--- src/core/tmc_pkg.sv ---
// Constants shared by the transmit modulator control register block.
// Assumes a single 200 MHz system clock and a three-wire serial link.
package tmc_pkg;
  localparam int FRAME_BITS = 20;
  localparam int DATA_BITS = 16;
  localparam int ADDR_BITS = 4;
  localparam logic [3:0] ADDR_OPCTL = 4'h4;
  localparam logic [3:0] ADDR_REFDIV = 4'h0;
  localparam logic [15:0] OPCTL_RESET = 16'h197d;
  localparam logic [15:0] REFDIV_RESET = 16'h4050;
  localparam int B_PWR = 0;
  localparam int B_HOLD = 1;
  localparam int B_FILT = 3;
  localparam int B_PLL = 4;
  localparam int B_OSC = 5;
  localparam int B_TX = 6;
  localparam int B_DBL = 7;
  localparam int B_MPL = 8;
  localparam int B_PRD = 9;
  localparam int B_OUTB = 10;
  localparam int B_CP_LO = 11;
  localparam int B_AML_LO = 13;
  localparam int B_TRIM = 15;
  localparam int B_LD_LO = 9;
  localparam int B_CPT_LO = 11;
  localparam int SYNC_STAGES = 3;
endpackage

--- src/core/tmc_sync.sv ---
// Three-stage synchroniser with agreement filter for one pin.
// Assumes the pin is asynchronous to CLOCK.
`timescale 1ns/10ps
`default_nettype none
module tmc_sync #(
  parameter logic INIT = 1'b0
) (
  input wire logic clk,
  input wire logic rst_b,
  input wire logic din,
  output logic dout
);
  logic s1_r;
  logic s2_r;
  logic s3_r;
  always_ff @(posedge clk) begin
    if (!rst_b) begin
      s1_r <= INIT;
      s2_r <= INIT;
      s3_r <= INIT;
      dout <= INIT;
    end else begin
      s1_r <= din;
      s2_r <= s1_r;
      s3_r <= s2_r;
      // A change counts only once the last two stages agree.
      if (s2_r == s3_r) begin
        dout <= s3_r;
      end
    end
  end
endmodule
`default_nettype wire

--- src/core/tmc_regs.sv ---
// Operational and reference-divider control registers of a transmit modulator.
// Assumes a baseband controller drives the three-wire link; its clock is sampled.
`timescale 1ns/10ps
`default_nettype none
module tmc_regs (
  input wire logic CLOCK,
  input wire logic RST_B,
  input wire logic LINK_CLK,
  input wire logic LINK_DATA,
  input wire logic LINK_CS_B,
  input wire logic SHUTDOWN_B,
  input wire logic IDLE_B,
  input wire logic LOCK_IN,
  input wire logic MAIN_DIV_IN,
  input wire logic REF_DIV_IN,
  output logic BASEBAND_FILTER_ENABLE,
  output logic FILTER_BYPASS,
  output logic PLL_ENABLE,
  output logic OSCILLATOR_ENABLE,
  output logic TX_CHAIN_ENABLE,
  output logic REF_DOUBLER_ENABLE,
  output logic MAX_POWER_LEVEL,
  output logic PREDRIVER_BIAS_SELECT,
  output logic OUTPUT_BIAS_SELECT,
  output logic [1:0] CHARGE_PUMP_CURRENT_SELECT,
  output logic [1:0] OFFSET_CORRECTOR_CURRENT,
  output logic OFFSET_TRIM_MODE,
  output logic [8:0] REFERENCE_RATIO_BITS,
  output logic [2:0] CHARGE_PUMP_TEST_SELECT,
  output logic [1:0] LOCK_PIN_SOURCE_SELECT,
  output logic LOCK_INDICATOR_PIN,
  output logic [15:0] OPERATION_CONTROL,
  output logic [15:0] REFERENCE_DIVIDER_CONTROL
);
  // ------------------------------------------------------------
  // Pin synchronisers
  // ------------------------------------------------------------
  logic sclk_s;
  logic sdat_s;
  logic scs_s;
  logic power_down_control_s;
  logic idle_s;
  logic lock_s;
  logic mdiv_s;
  logic rdiv_s;

  tmc_sync #(.INIT(1'b0)) u_sclk (.clk(CLOCK), .rst_b(RST_B), .din(LINK_CLK), .dout(sclk_s));
  tmc_sync #(.INIT(1'b0)) u_sdat (.clk(CLOCK), .rst_b(RST_B), .din(LINK_DATA), .dout(sdat_s));
  tmc_sync #(.INIT(1'b1)) u_scs (.clk(CLOCK), .rst_b(RST_B), .din(LINK_CS_B), .dout(scs_s));
  tmc_sync #(.INIT(1'b0)) u_power_down_control (.clk(CLOCK), .rst_b(RST_B), .din(SHUTDOWN_B), .dout(power_down_control_s));
  tmc_sync #(.INIT(1'b0)) u_idle (.clk(CLOCK), .rst_b(RST_B), .din(IDLE_B), .dout(idle_s));
  tmc_sync #(.INIT(1'b0)) u_lock (.clk(CLOCK), .rst_b(RST_B), .din(LOCK_IN), .dout(lock_s));
  tmc_sync #(.INIT(1'b0)) u_mdiv (.clk(CLOCK), .rst_b(RST_B), .din(MAIN_DIV_IN), .dout(mdiv_s));
  tmc_sync #(.INIT(1'b0)) u_rdiv (.clk(CLOCK), .rst_b(RST_B), .din(REF_DIV_IN), .dout(rdiv_s));

  // ------------------------------------------------------------
  // Serial shifter
  // ------------------------------------------------------------
  logic sclk_d_r;
  logic scs_d_r;
  logic [19:0] shift_r;
  logic [19:0] shift_nxt;
  logic [15:0] opctl_r;
  logic [15:0] opctl_nxt;
  logic [15:0] refdiv_r;
  logic [15:0] refdiv_nxt;
  logic sclk_rise;
  logic cs_rise;
  logic [3:0] frame_addr;
  logic [15:0] frame_data;
  logic hit_opctl;
  logic hit_refdiv;

  assign sclk_rise = sclk_s && !sclk_d_r && !scs_s;
  assign cs_rise = scs_s && !scs_d_r;
  // Data first, address last: the address sits in the low nibble.
  assign shift_nxt = sclk_rise ? {shift_r[18:0], sdat_s} : shift_r;
  assign frame_addr = shift_r[tmc_pkg::ADDR_BITS-1:0];
  assign frame_data = shift_r[tmc_pkg::FRAME_BITS-1:tmc_pkg::ADDR_BITS];
  assign hit_opctl = cs_rise && (frame_addr == tmc_pkg::ADDR_OPCTL);
  assign hit_refdiv = cs_rise && (frame_addr == tmc_pkg::ADDR_REFDIV);
  // Any other address falls through both selects untouched.
  assign opctl_nxt = hit_opctl ? frame_data : opctl_r;
  assign refdiv_nxt = hit_refdiv ? frame_data : refdiv_r;

  always_ff @(posedge CLOCK) begin
    if (!RST_B) begin
      sclk_d_r <= 1'b0;
      scs_d_r <= 1'b1;
      shift_r <= 20'h00000;
    end else begin
      sclk_d_r <= sclk_s;
      scs_d_r <= scs_s;
      shift_r <= shift_nxt;
    end
  end

  // ------------------------------------------------------------
  // Register file
  // ------------------------------------------------------------
  // Shutdown never clears these; only reset or a frame changes them.
  always_ff @(posedge CLOCK) begin
    if (!RST_B) begin
      opctl_r <= tmc_pkg::OPCTL_RESET;
      refdiv_r <= tmc_pkg::REFDIV_RESET;
    end else begin
      opctl_r <= opctl_nxt;
      refdiv_r <= refdiv_nxt;
    end
  end

  // ------------------------------------------------------------
  // Power-mode decode
  // ------------------------------------------------------------
  logic powered;
  logic active;
  logic filt_on;
  logic pll_on;
  logic osc_on;
  logic tx_on;
  logic lock_sel;

  assign powered = power_down_control_s && opctl_r[tmc_pkg::B_PWR];
  assign active = powered && idle_s;
  // In standby the filters stay up only when the hold bit asks for it.
  assign filt_on = powered && opctl_r[tmc_pkg::B_FILT]
    && (idle_s || opctl_r[tmc_pkg::B_HOLD]);
  assign pll_on = powered && opctl_r[tmc_pkg::B_PLL];
  assign osc_on = powered && opctl_r[tmc_pkg::B_OSC];
  assign tx_on = active && opctl_r[tmc_pkg::B_TX];
  assign lock_sel = (refdiv_r[10:9] == 2'b00) ? lock_s :
    (refdiv_r[10:9] == 2'b01) ? mdiv_s :
    (refdiv_r[10:9] == 2'b10) ? rdiv_s : 1'b0;

  // ------------------------------------------------------------
  // Output flops
  // ------------------------------------------------------------
  always_ff @(posedge CLOCK) begin
    if (!RST_B) begin
      BASEBAND_FILTER_ENABLE <= 1'b0;
      FILTER_BYPASS <= 1'b0;
      PLL_ENABLE <= 1'b0;
      OSCILLATOR_ENABLE <= 1'b0;
      TX_CHAIN_ENABLE <= 1'b0;
      REF_DOUBLER_ENABLE <= 1'b0;
      MAX_POWER_LEVEL <= 1'b1;
      PREDRIVER_BIAS_SELECT <= 1'b0;
      OUTPUT_BIAS_SELECT <= 1'b0;
      CHARGE_PUMP_CURRENT_SELECT <= 2'h3;
      OFFSET_CORRECTOR_CURRENT <= 2'h0;
      OFFSET_TRIM_MODE <= 1'b0;
      REFERENCE_RATIO_BITS <= 9'h050;
      CHARGE_PUMP_TEST_SELECT <= 3'h0;
      LOCK_PIN_SOURCE_SELECT <= 2'h0;
      LOCK_INDICATOR_PIN <= 1'b0;
      OPERATION_CONTROL <= tmc_pkg::OPCTL_RESET;
      REFERENCE_DIVIDER_CONTROL <= tmc_pkg::REFDIV_RESET;
    end else begin
      BASEBAND_FILTER_ENABLE <= filt_on;
      FILTER_BYPASS <= !opctl_r[tmc_pkg::B_FILT];
      PLL_ENABLE <= pll_on;
      OSCILLATOR_ENABLE <= osc_on;
      TX_CHAIN_ENABLE <= tx_on;
      REF_DOUBLER_ENABLE <= opctl_r[tmc_pkg::B_DBL];
      MAX_POWER_LEVEL <= opctl_r[tmc_pkg::B_MPL];
      PREDRIVER_BIAS_SELECT <= opctl_r[tmc_pkg::B_PRD];
      OUTPUT_BIAS_SELECT <= opctl_r[tmc_pkg::B_OUTB];
      CHARGE_PUMP_CURRENT_SELECT <= opctl_r[tmc_pkg::B_CP_LO +: 2];
      OFFSET_CORRECTOR_CURRENT <= opctl_r[tmc_pkg::B_AML_LO +: 2];
      OFFSET_TRIM_MODE <= opctl_r[tmc_pkg::B_TRIM] && powered;
      REFERENCE_RATIO_BITS <= refdiv_r[8:0];
      CHARGE_PUMP_TEST_SELECT <= refdiv_r[tmc_pkg::B_CPT_LO +: 3];
      LOCK_PIN_SOURCE_SELECT <= refdiv_r[tmc_pkg::B_LD_LO +: 2];
      LOCK_INDICATOR_PIN <= lock_sel;
      OPERATION_CONTROL <= opctl_r;
      REFERENCE_DIVIDER_CONTROL <= refdiv_r;
    end
  end

  // ------------------------------------------------------------
  // Checks
  // ------------------------------------------------------------
  power_down_control_forces_off_a: assert property (@(posedge CLOCK) disable iff (!RST_B)
    !power_down_control_s |=> !PLL_ENABLE && !OSCILLATOR_ENABLE && !TX_CHAIN_ENABLE)
    else $error("Shutdown pin did not force enables off.");
  soft_power_down_control_off_a: assert property (@(posedge CLOCK) disable iff (!RST_B)
    !opctl_r[0] |=> !BASEBAND_FILTER_ENABLE && !PLL_ENABLE)
    else $error("Power bit low left a block on.");
  standby_tx_off_a: assert property (@(posedge CLOCK) disable iff (!RST_B)
    powered && !idle_s |=> !TX_CHAIN_ENABLE && (PLL_ENABLE == $past(opctl_r[4])))
    else $error("Standby decode wrong.");
  active_follow_a: assert property (@(posedge CLOCK) disable iff (!RST_B)
    active |=> TX_CHAIN_ENABLE == $past(opctl_r[6]))
    else $error("Transmit chain ignores its enable.");
  filter_hold_a: assert property (@(posedge CLOCK) disable iff (!RST_B)
    powered && !idle_s && opctl_r[3] |=> BASEBAND_FILTER_ENABLE == $past(opctl_r[1]))
    else $error("Filter hold in standby wrong.");
  latch_opctl_a: assert property (@(posedge CLOCK) disable iff (!RST_B)
    hit_opctl |=> ##1 OPERATION_CONTROL == $past(frame_data, 2))
    else $error("Control frame not latched.");
  ignore_addr_a: assert property (@(posedge CLOCK) disable iff (!RST_B)
    cs_rise && frame_addr != 4'h4 && frame_addr != 4'h0 |=> $stable(opctl_r) && $stable(refdiv_r))
    else $error("Unknown address changed a register.");
  shift_hold_a: assert property (@(posedge CLOCK) disable iff (!RST_B)
    scs_s |=> $stable(shift_r))
    else $error("Shifter moved with chip select high.");
  lock_low_a: assert property (@(posedge CLOCK) disable iff (!RST_B)
    refdiv_r[10:9] == 2'b11 |=> !LOCK_INDICATOR_PIN)
    else $error("Lock pin not low in constant mode.");
endmodule
`default_nettype wire

--- config.mk ---
export PLATFORM = sky130hd
export DESIGN_NAME = tmc_regs
export DESIGN_NICKNAME = d
export VERILOG_FILES = /design/src/core/tmc_pkg.sv /design/src/core/tmc_sync.sv /design/src/core/tmc_regs.sv
export SDC_FILE = /design/constraint.sdc
export NUM_CORES = 1
export LEC_CHECK = 0
export ABC_AREA = 1
export BUFFER_PORTS_ARGS = -buffer_cell sky130_fd_sc_hd__buf_2
export CELL_PAD_IN_SITES_DETAIL_PLACEMENT = 1
export CELL_PAD_IN_SITES_GLOBAL_PLACEMENT = 1
export CORE_MARGIN = 2
export CORE_UTILIZATION = 35
export CTS_CLUSTER_SIZE = 24
export DETAILED_ROUTE_END_ITERATION = 10
export MAX_ROUTING_LAYER = met4
export PLACE_DENSITY_LB_ADDON = 0.15
export SETUP_SLACK_MARGIN = 0.05
export SLEW_MARGIN = 20
export SYNTH_ARGS = -nofsm -noshare
export SYNTH_HDL_FRONTEND = slang
export SYNTH_SLANG_ARGS = --single-unit
--- constraint.sdc ---
create_clock -name CLOCK -period 1.01 [get_ports CLOCK]
set_input_delay 0.0505 -clock CLOCK [delete_from_list [all_inputs] [get_ports CLOCK]]
set_output_delay 0.0505 -clock CLOCK [all_outputs]
set_load 0.05 [all_outputs]
Word level (Yosys, flattened, before mapping)
Index checks and enable logic that the tools add are counted.
Widths: inputs -> output; s select.
{ "totals": {"ff_bits": 147, "in_bits": 10, "output_inout_bits": 61, "elab_cells": 89} }
{ "op_classes": {"n_eq_ne": 11, "muxes": 3, "n_reduce_logical": 20} }
{ "op_table": {"columns": ["op", "count"], "rows": [
  ["$logic_and 1x1->1", 13],
  ["$eq 1x1->1", 8],
  ["$eq 4x3->1 const B", 1],
  ["$logic_not 1->1", 4],
  ["$logic_not 4->1", 1],
  ["$mux 1", 3],
  ["$eq 2x1->1 const B", 1],
  ["$eq 2x2->1 const B", 1],
  ["$logic_not 2->1", 1],
  ["$logic_or 1x1->1", 1]
]} }

Logic depth before layout (Yosys ltp)
{ "logic_depth": {"depth_word": 4, "ltp_mapped": 7, "mapped_depth_nobuf": 6} }

Hierarchy
A second synthesis with hierarchy kept.
{ "hier_totals": {"cells_unflattened": 570, "area_unflattened_um2": 4430.5} }
{ "by_module_without_submodules": {"columns": ["module", "instances", "cells_each", "area_each_um2", "seq_area_each_um2"], "rows": [
  ["tmc_regs", 1, 462, 3482.1, 1861.8],
  ["tmc_sync at u_idle ...", 7, 13, 116.4, 80.1],
  ["tmc_sync at u_scs", 1, 17, 133.9, 80.1]
]} }

Worst setup path after synthesis
No wires, ideal clock.
{ "synth_path": {"path_type": "register -> register", "start": "register u_scs.dout", "end": "register refdiv_r[11]", "setup_time_ns": 0.113, "arrival_time_ns": 0.997, "required_ns": 0.897, "slack_ns": -0.100, "stages_incl_launch_ff": 8, "n_path_buf": 2, "period_less_slack_ns": 1.110, "cell_sequence": "dfxtp_1 > inv_1 > nor2_4 > nand3_2 > buf_4 > buf_6 > nor2_1 > nor2_1"} }
{ "synth_between": {"elab_chain_cells": 2} }
{ "synth_lines": {"columns": ["item", "line", "rtl"], "rows": [
  ["from (decl)", "tmc_sync.sv:11", "output logic dout"],
  ["from (signal assigned)", "tmc_sync.sv:28", "dout <= s3_r;"],
  ["$logic_and 1x1->1", "tmc_regs.sv:75", "assign cs_rise = scs_s && !scs_d_r;"],
  ["$logic_and 1x1->1", "tmc_regs.sv:81", "assign hit_refdiv = cs_rise && (frame_addr == tmc_pkg::ADDR_REFDIV);"],
  ["to (signal assigned)", "tmc_regs.sv:105", "refdiv_r <= tmc_pkg::REFDIV_RESET;"],
  ["to (signal assigned)", "tmc_regs.sv:108", "refdiv_r <= refdiv_nxt;"],
  ["to (decl)", "tmc_regs.sv:65", "logic [15:0] refdiv_r;"]
]} }
No other way between the ends.
A chain may end at the register's enable or synchronous reset.

Worst setup path after layout
{ "layout_path": {"start": "register shift_r[2]", "end": "register opctl_r[4]"} }
{ "layout_between": {"elab_chain_cells": 2} }
{ "layout_lines": {"columns": ["item", "line", "rtl"], "rows": [
  ["from (decl)", "tmc_regs.sv:61", "logic [19:0] shift_r;"],
  ["from (signal assigned)", "tmc_regs.sv:94", "shift_r <= shift_nxt;"],
  ["$eq 4x3->1", "tmc_regs.sv:80", "assign hit_opctl = cs_rise && (frame_addr == tmc_pkg::ADDR_OPCTL);"],
  ["$logic_and 1x1->1", "tmc_regs.sv:80", null],
  ["to (signal assigned)", "tmc_regs.sv:104", "opctl_r <= tmc_pkg::OPCTL_RESET;"],
  ["to (signal assigned)", "tmc_regs.sv:107", "opctl_r <= opctl_nxt;"],
  ["to (decl)", "tmc_regs.sv:63", "logic [15:0] opctl_r;"]
]} }
No other way between the ends.

==> results.md <==
* Synth Area per Inst at 7.84 sq um
* Crit Reg-Reg Endpoint: opctl_r[4]$_SDFFE_PN1P_
* Root Driver: clkbuf_16
* Die Width at 117 um
* Vias in the first global route at 3470
* Netlist cell types at 25
* Max VDD drop at 0.00119 V
* Clk_lat worst skew at 0.42 ns
* Post-synth EDFFs at 0
* Synth Register Bits at 125
* Row count at 41
* # nets final at 659
* CP cell instances: inv_4, nor2_4, buf_6, nand3_4, nand2_1, nand3_1
* P&R area growth vs syn at 50.8%
* Post-route DRC at 0
* Top post-synthesis cells by area: dfxtp_1 (56%), nand2_1 (12%), inv_1 (8.0%)
* CTS buffer count at 17
* First-pass detailed-route iteration total at 4
* Hold path depth at 4
* Port Buffers at 70
* Top cells by count, synth: nand2_1 (140), dfxtp_1 (125), inv_1 (95)
* Sequential fraction of the synthesis area at 0.564
* Max Buffers Root-to-Sink at 2
* Hold Path Class: in2reg
* Final Setup Violations at 52
* Failing checks: negative setup slack
* Synthesized Nets at 576
* Lkg Pwr at 3.34 nW
* Synth warnings at 0
* Vias at 3658
* Layout cells sized above 1 at 0.374
* Hold Vio Cnt, Final at 0
* Min Hold Slack at 0.0512 ns
* Grt ovf at 0
* Synth area leader: dfxtp_1
* Final max-slew violation count at 0
* Reg2reg start: shift_r[2]$_SDFFE_PN0P_
* Cell count of the worst reg-to-reg path at 6
* Pwr Density at 1660 nW/um^2
* Initial Util at 0.355
* Hold path startpoint: RST_B
* Max-cap violations at 0
* ANT nets after route at 0
* CP max stage cell: dfxtp_4
* Clock-pin slew on the worst setup and hold paths at 0.05 ns
* Initial antenna violation count at 0
* WP data required at 1.30 ns
* Main synth FF type: dfxtp_1
* I/O pins at 71
* DR vias/cell at 4.40
* DIE HEIGHT at 117 um
* Cells after synthesis at 566
* Setup Skew at 0.00678 ns
* First-pass GRT wire length at 15900 um
* Routability cong. at 0.781
* Top-count cell post-synth: nand2_1
* Slowest stage delay, CP at 0.37 ns
* Worst Hold End: u_sclk.s1_r$_SDFF_PN0_
* Final Core Density at 0.535
* Antenna cells at 0
* TritonCTS clock tree: built
* Post-synth ARST share at 0
* PnR worst setup slack at -0.165 ns
* RSZ-0062 raised after global routing: true
* CP Max Fanout at 8
* Highest clock rate at 851 MHz
* CORE AREA at 12500 sq um
* WL per Instance at 13.6 um
* Total GRT Usage at 0.159
* Period Utilization, post-route at 1.16
* R2R Setup Slk at -0.16 ns
* Cell area after synthesis at 4440 sq um
* CP arrival at 1.46 ns
* Startpoint types: register
* Slew margin rel. at 0.641
* Initial DRC count at 175
* Routed WL at 11300 um
* Fillers at 1463
* Final min period at 1.17 ns
* Crit path kind: reg2reg
* H-tree Lvls at 4
* Outcome: finished, violations left
* Worst slew pin tran at 0.538 ns
* Die Footprint at 13600 sq um
* Largest net degree at the start of global routing at 79
* HPWL Detailed at 5830 um
* Worst Setup End Kind: register
* Clk sinks at 125
* Top cell type's share of synthesized area at 0.564
-- what timing repair did --
item | in CTS | in global routing
gates resized for setup | 218 | 80
pin swaps | 2 | 20
gates cloned | 2 | 9
buffers inserted | 2 | 4
hold buffers | 9 | 0
setup endpoints to repair | 113 | 102
hold endpoints to repair | 9 | 0
-- critical path: cells and delay by family (launching register included) --
| kind | cells | cell delay (ns) |
|---|---|---|
| flip-flops | 1 | 0.37 |
| AND/OR/NAND/NOR | 4 | 0.51 |
| buffers and inverters | 2 | 0.17 |
-- state kept, by name, summed over array words and instances, names as in the netlist, 2 cells and up --
signal and cells:
REFERENCE_DIVIDER_CONTROL 5, refdiv_r 16, REFERENCE_RATIO_BITS 8, shift_r 20, OPERATION_CONTROL 14, CHARGE_PUMP_TEST_SELECT 2, opctl_r 16
-- routing by layer --
metal  up-vias  GRT usage  wire [um]
met2        73      0.262       5780
met4         0     0.0855        358
met5         -          -          0
met1      1741      0.173       4740
li1       1816          -          -
met3        28     0.0451        399
-- stage by stage --
step | std cells | area, sq um | total power, mW | TNS, ns | setup WS, ns
after floorplan | 566 | 4460 | 5.21 | -1.13 | -0.0657
after global placement | 776 | 4900 | 5.27 | -1.44 | -0.0713
after detailed placement | 776 | 4900 | 5.28 | -2.28 | -0.107
after CTS | 819 | 6270 | 11.3 | -2.70 | -0.130
after global routing | 832 | 6690 | 11.5 | -8.88 | -0.218
final | 832 | 6690 | 11.1 | -5.56 | -0.165
-- how the worst max path moves through the flow --
stage / startpoint / to / slack, ns / depth (start not counted)
after global placement: shift_r[2]$_SDFFE_PN0P_ / opctl_r[9]$_SDFFE_PN0P_ / -0.07 / 6
after detailed placement: shift_r[2]$_SDFFE_PN0P_ / opctl_r[11]$_SDFFE_PN1P_ / -0.11 / 5
after floorplan: u_scs.dout$_SDFFE_PN1N_ / refdiv_r[12]$_SDFFE_PN0P_ / -0.07 / 7
final: shift_r[2]$_SDFFE_PN0P_ / opctl_r[4]$_SDFFE_PN1P_ / -0.16 / 6
after global routing: u_scs.dout$_SDFFE_PN1N_ / shift_r[18]$_SDFFE_PN0P_ / -0.22 / 7
after CTS: shift_r[2]$_SDFFE_PN0P_ / opctl_r[9]$_SDFFE_PN0P_ / -0.13 / 7
-- cell families (layout without fill, tap and decap cells) --
family	after synthesis	in the layout	synth area share
flip-flops	125	125	0.564
AO/OA/AOI/OAI	18	18	0.0211
AND/OR/NAND/NOR	280	281	0.267
buffers and inverters	143	236	0.148
-- where the power goes --
part	internal [mW]	leakage, nW	switching (mW)	total [mW]
registers	4.94	1.03	0.0186	4.96
clock network	3.84	0.285	2.09	5.93
logic	0.0829	2.03	0.122	0.205
-- layout make-up --
cell class | instances | area, sq um | area share
clock inverter | 7 | 87.6 | 0.0131
sequential | 125 | 2590 | 0.387
tap | 172 | 215 | 0.0321
inverter | 98 | 378 | 0.0564
multi-input combinational | 299 | 1480 | 0.221
clock buffer | 23 | 488 | 0.0729
timing repair buffer | 108 | 1460 | 0.218
-- cell usage in the layout (no fill, tap or decap), types with 5 or more instances in the layout --
master	n
buf_8	52
o21ai_0	7
nand3_1	30
buf_4	8
nor2_1	67
dfxtp_4	13
clkbuf_16	22
a21oi_1	9
dfxtp_1	80
buf_2	8
nor2_2	15
nand2_4	7
inv_1	91
dfxtp_2	32
or2_2	11
buf_12	6
nand2_1	111
dlygate4sd3_1	9
buf_6	19
nand2_2	23
nor2_4	5
(Power assumes the default switching activity.)
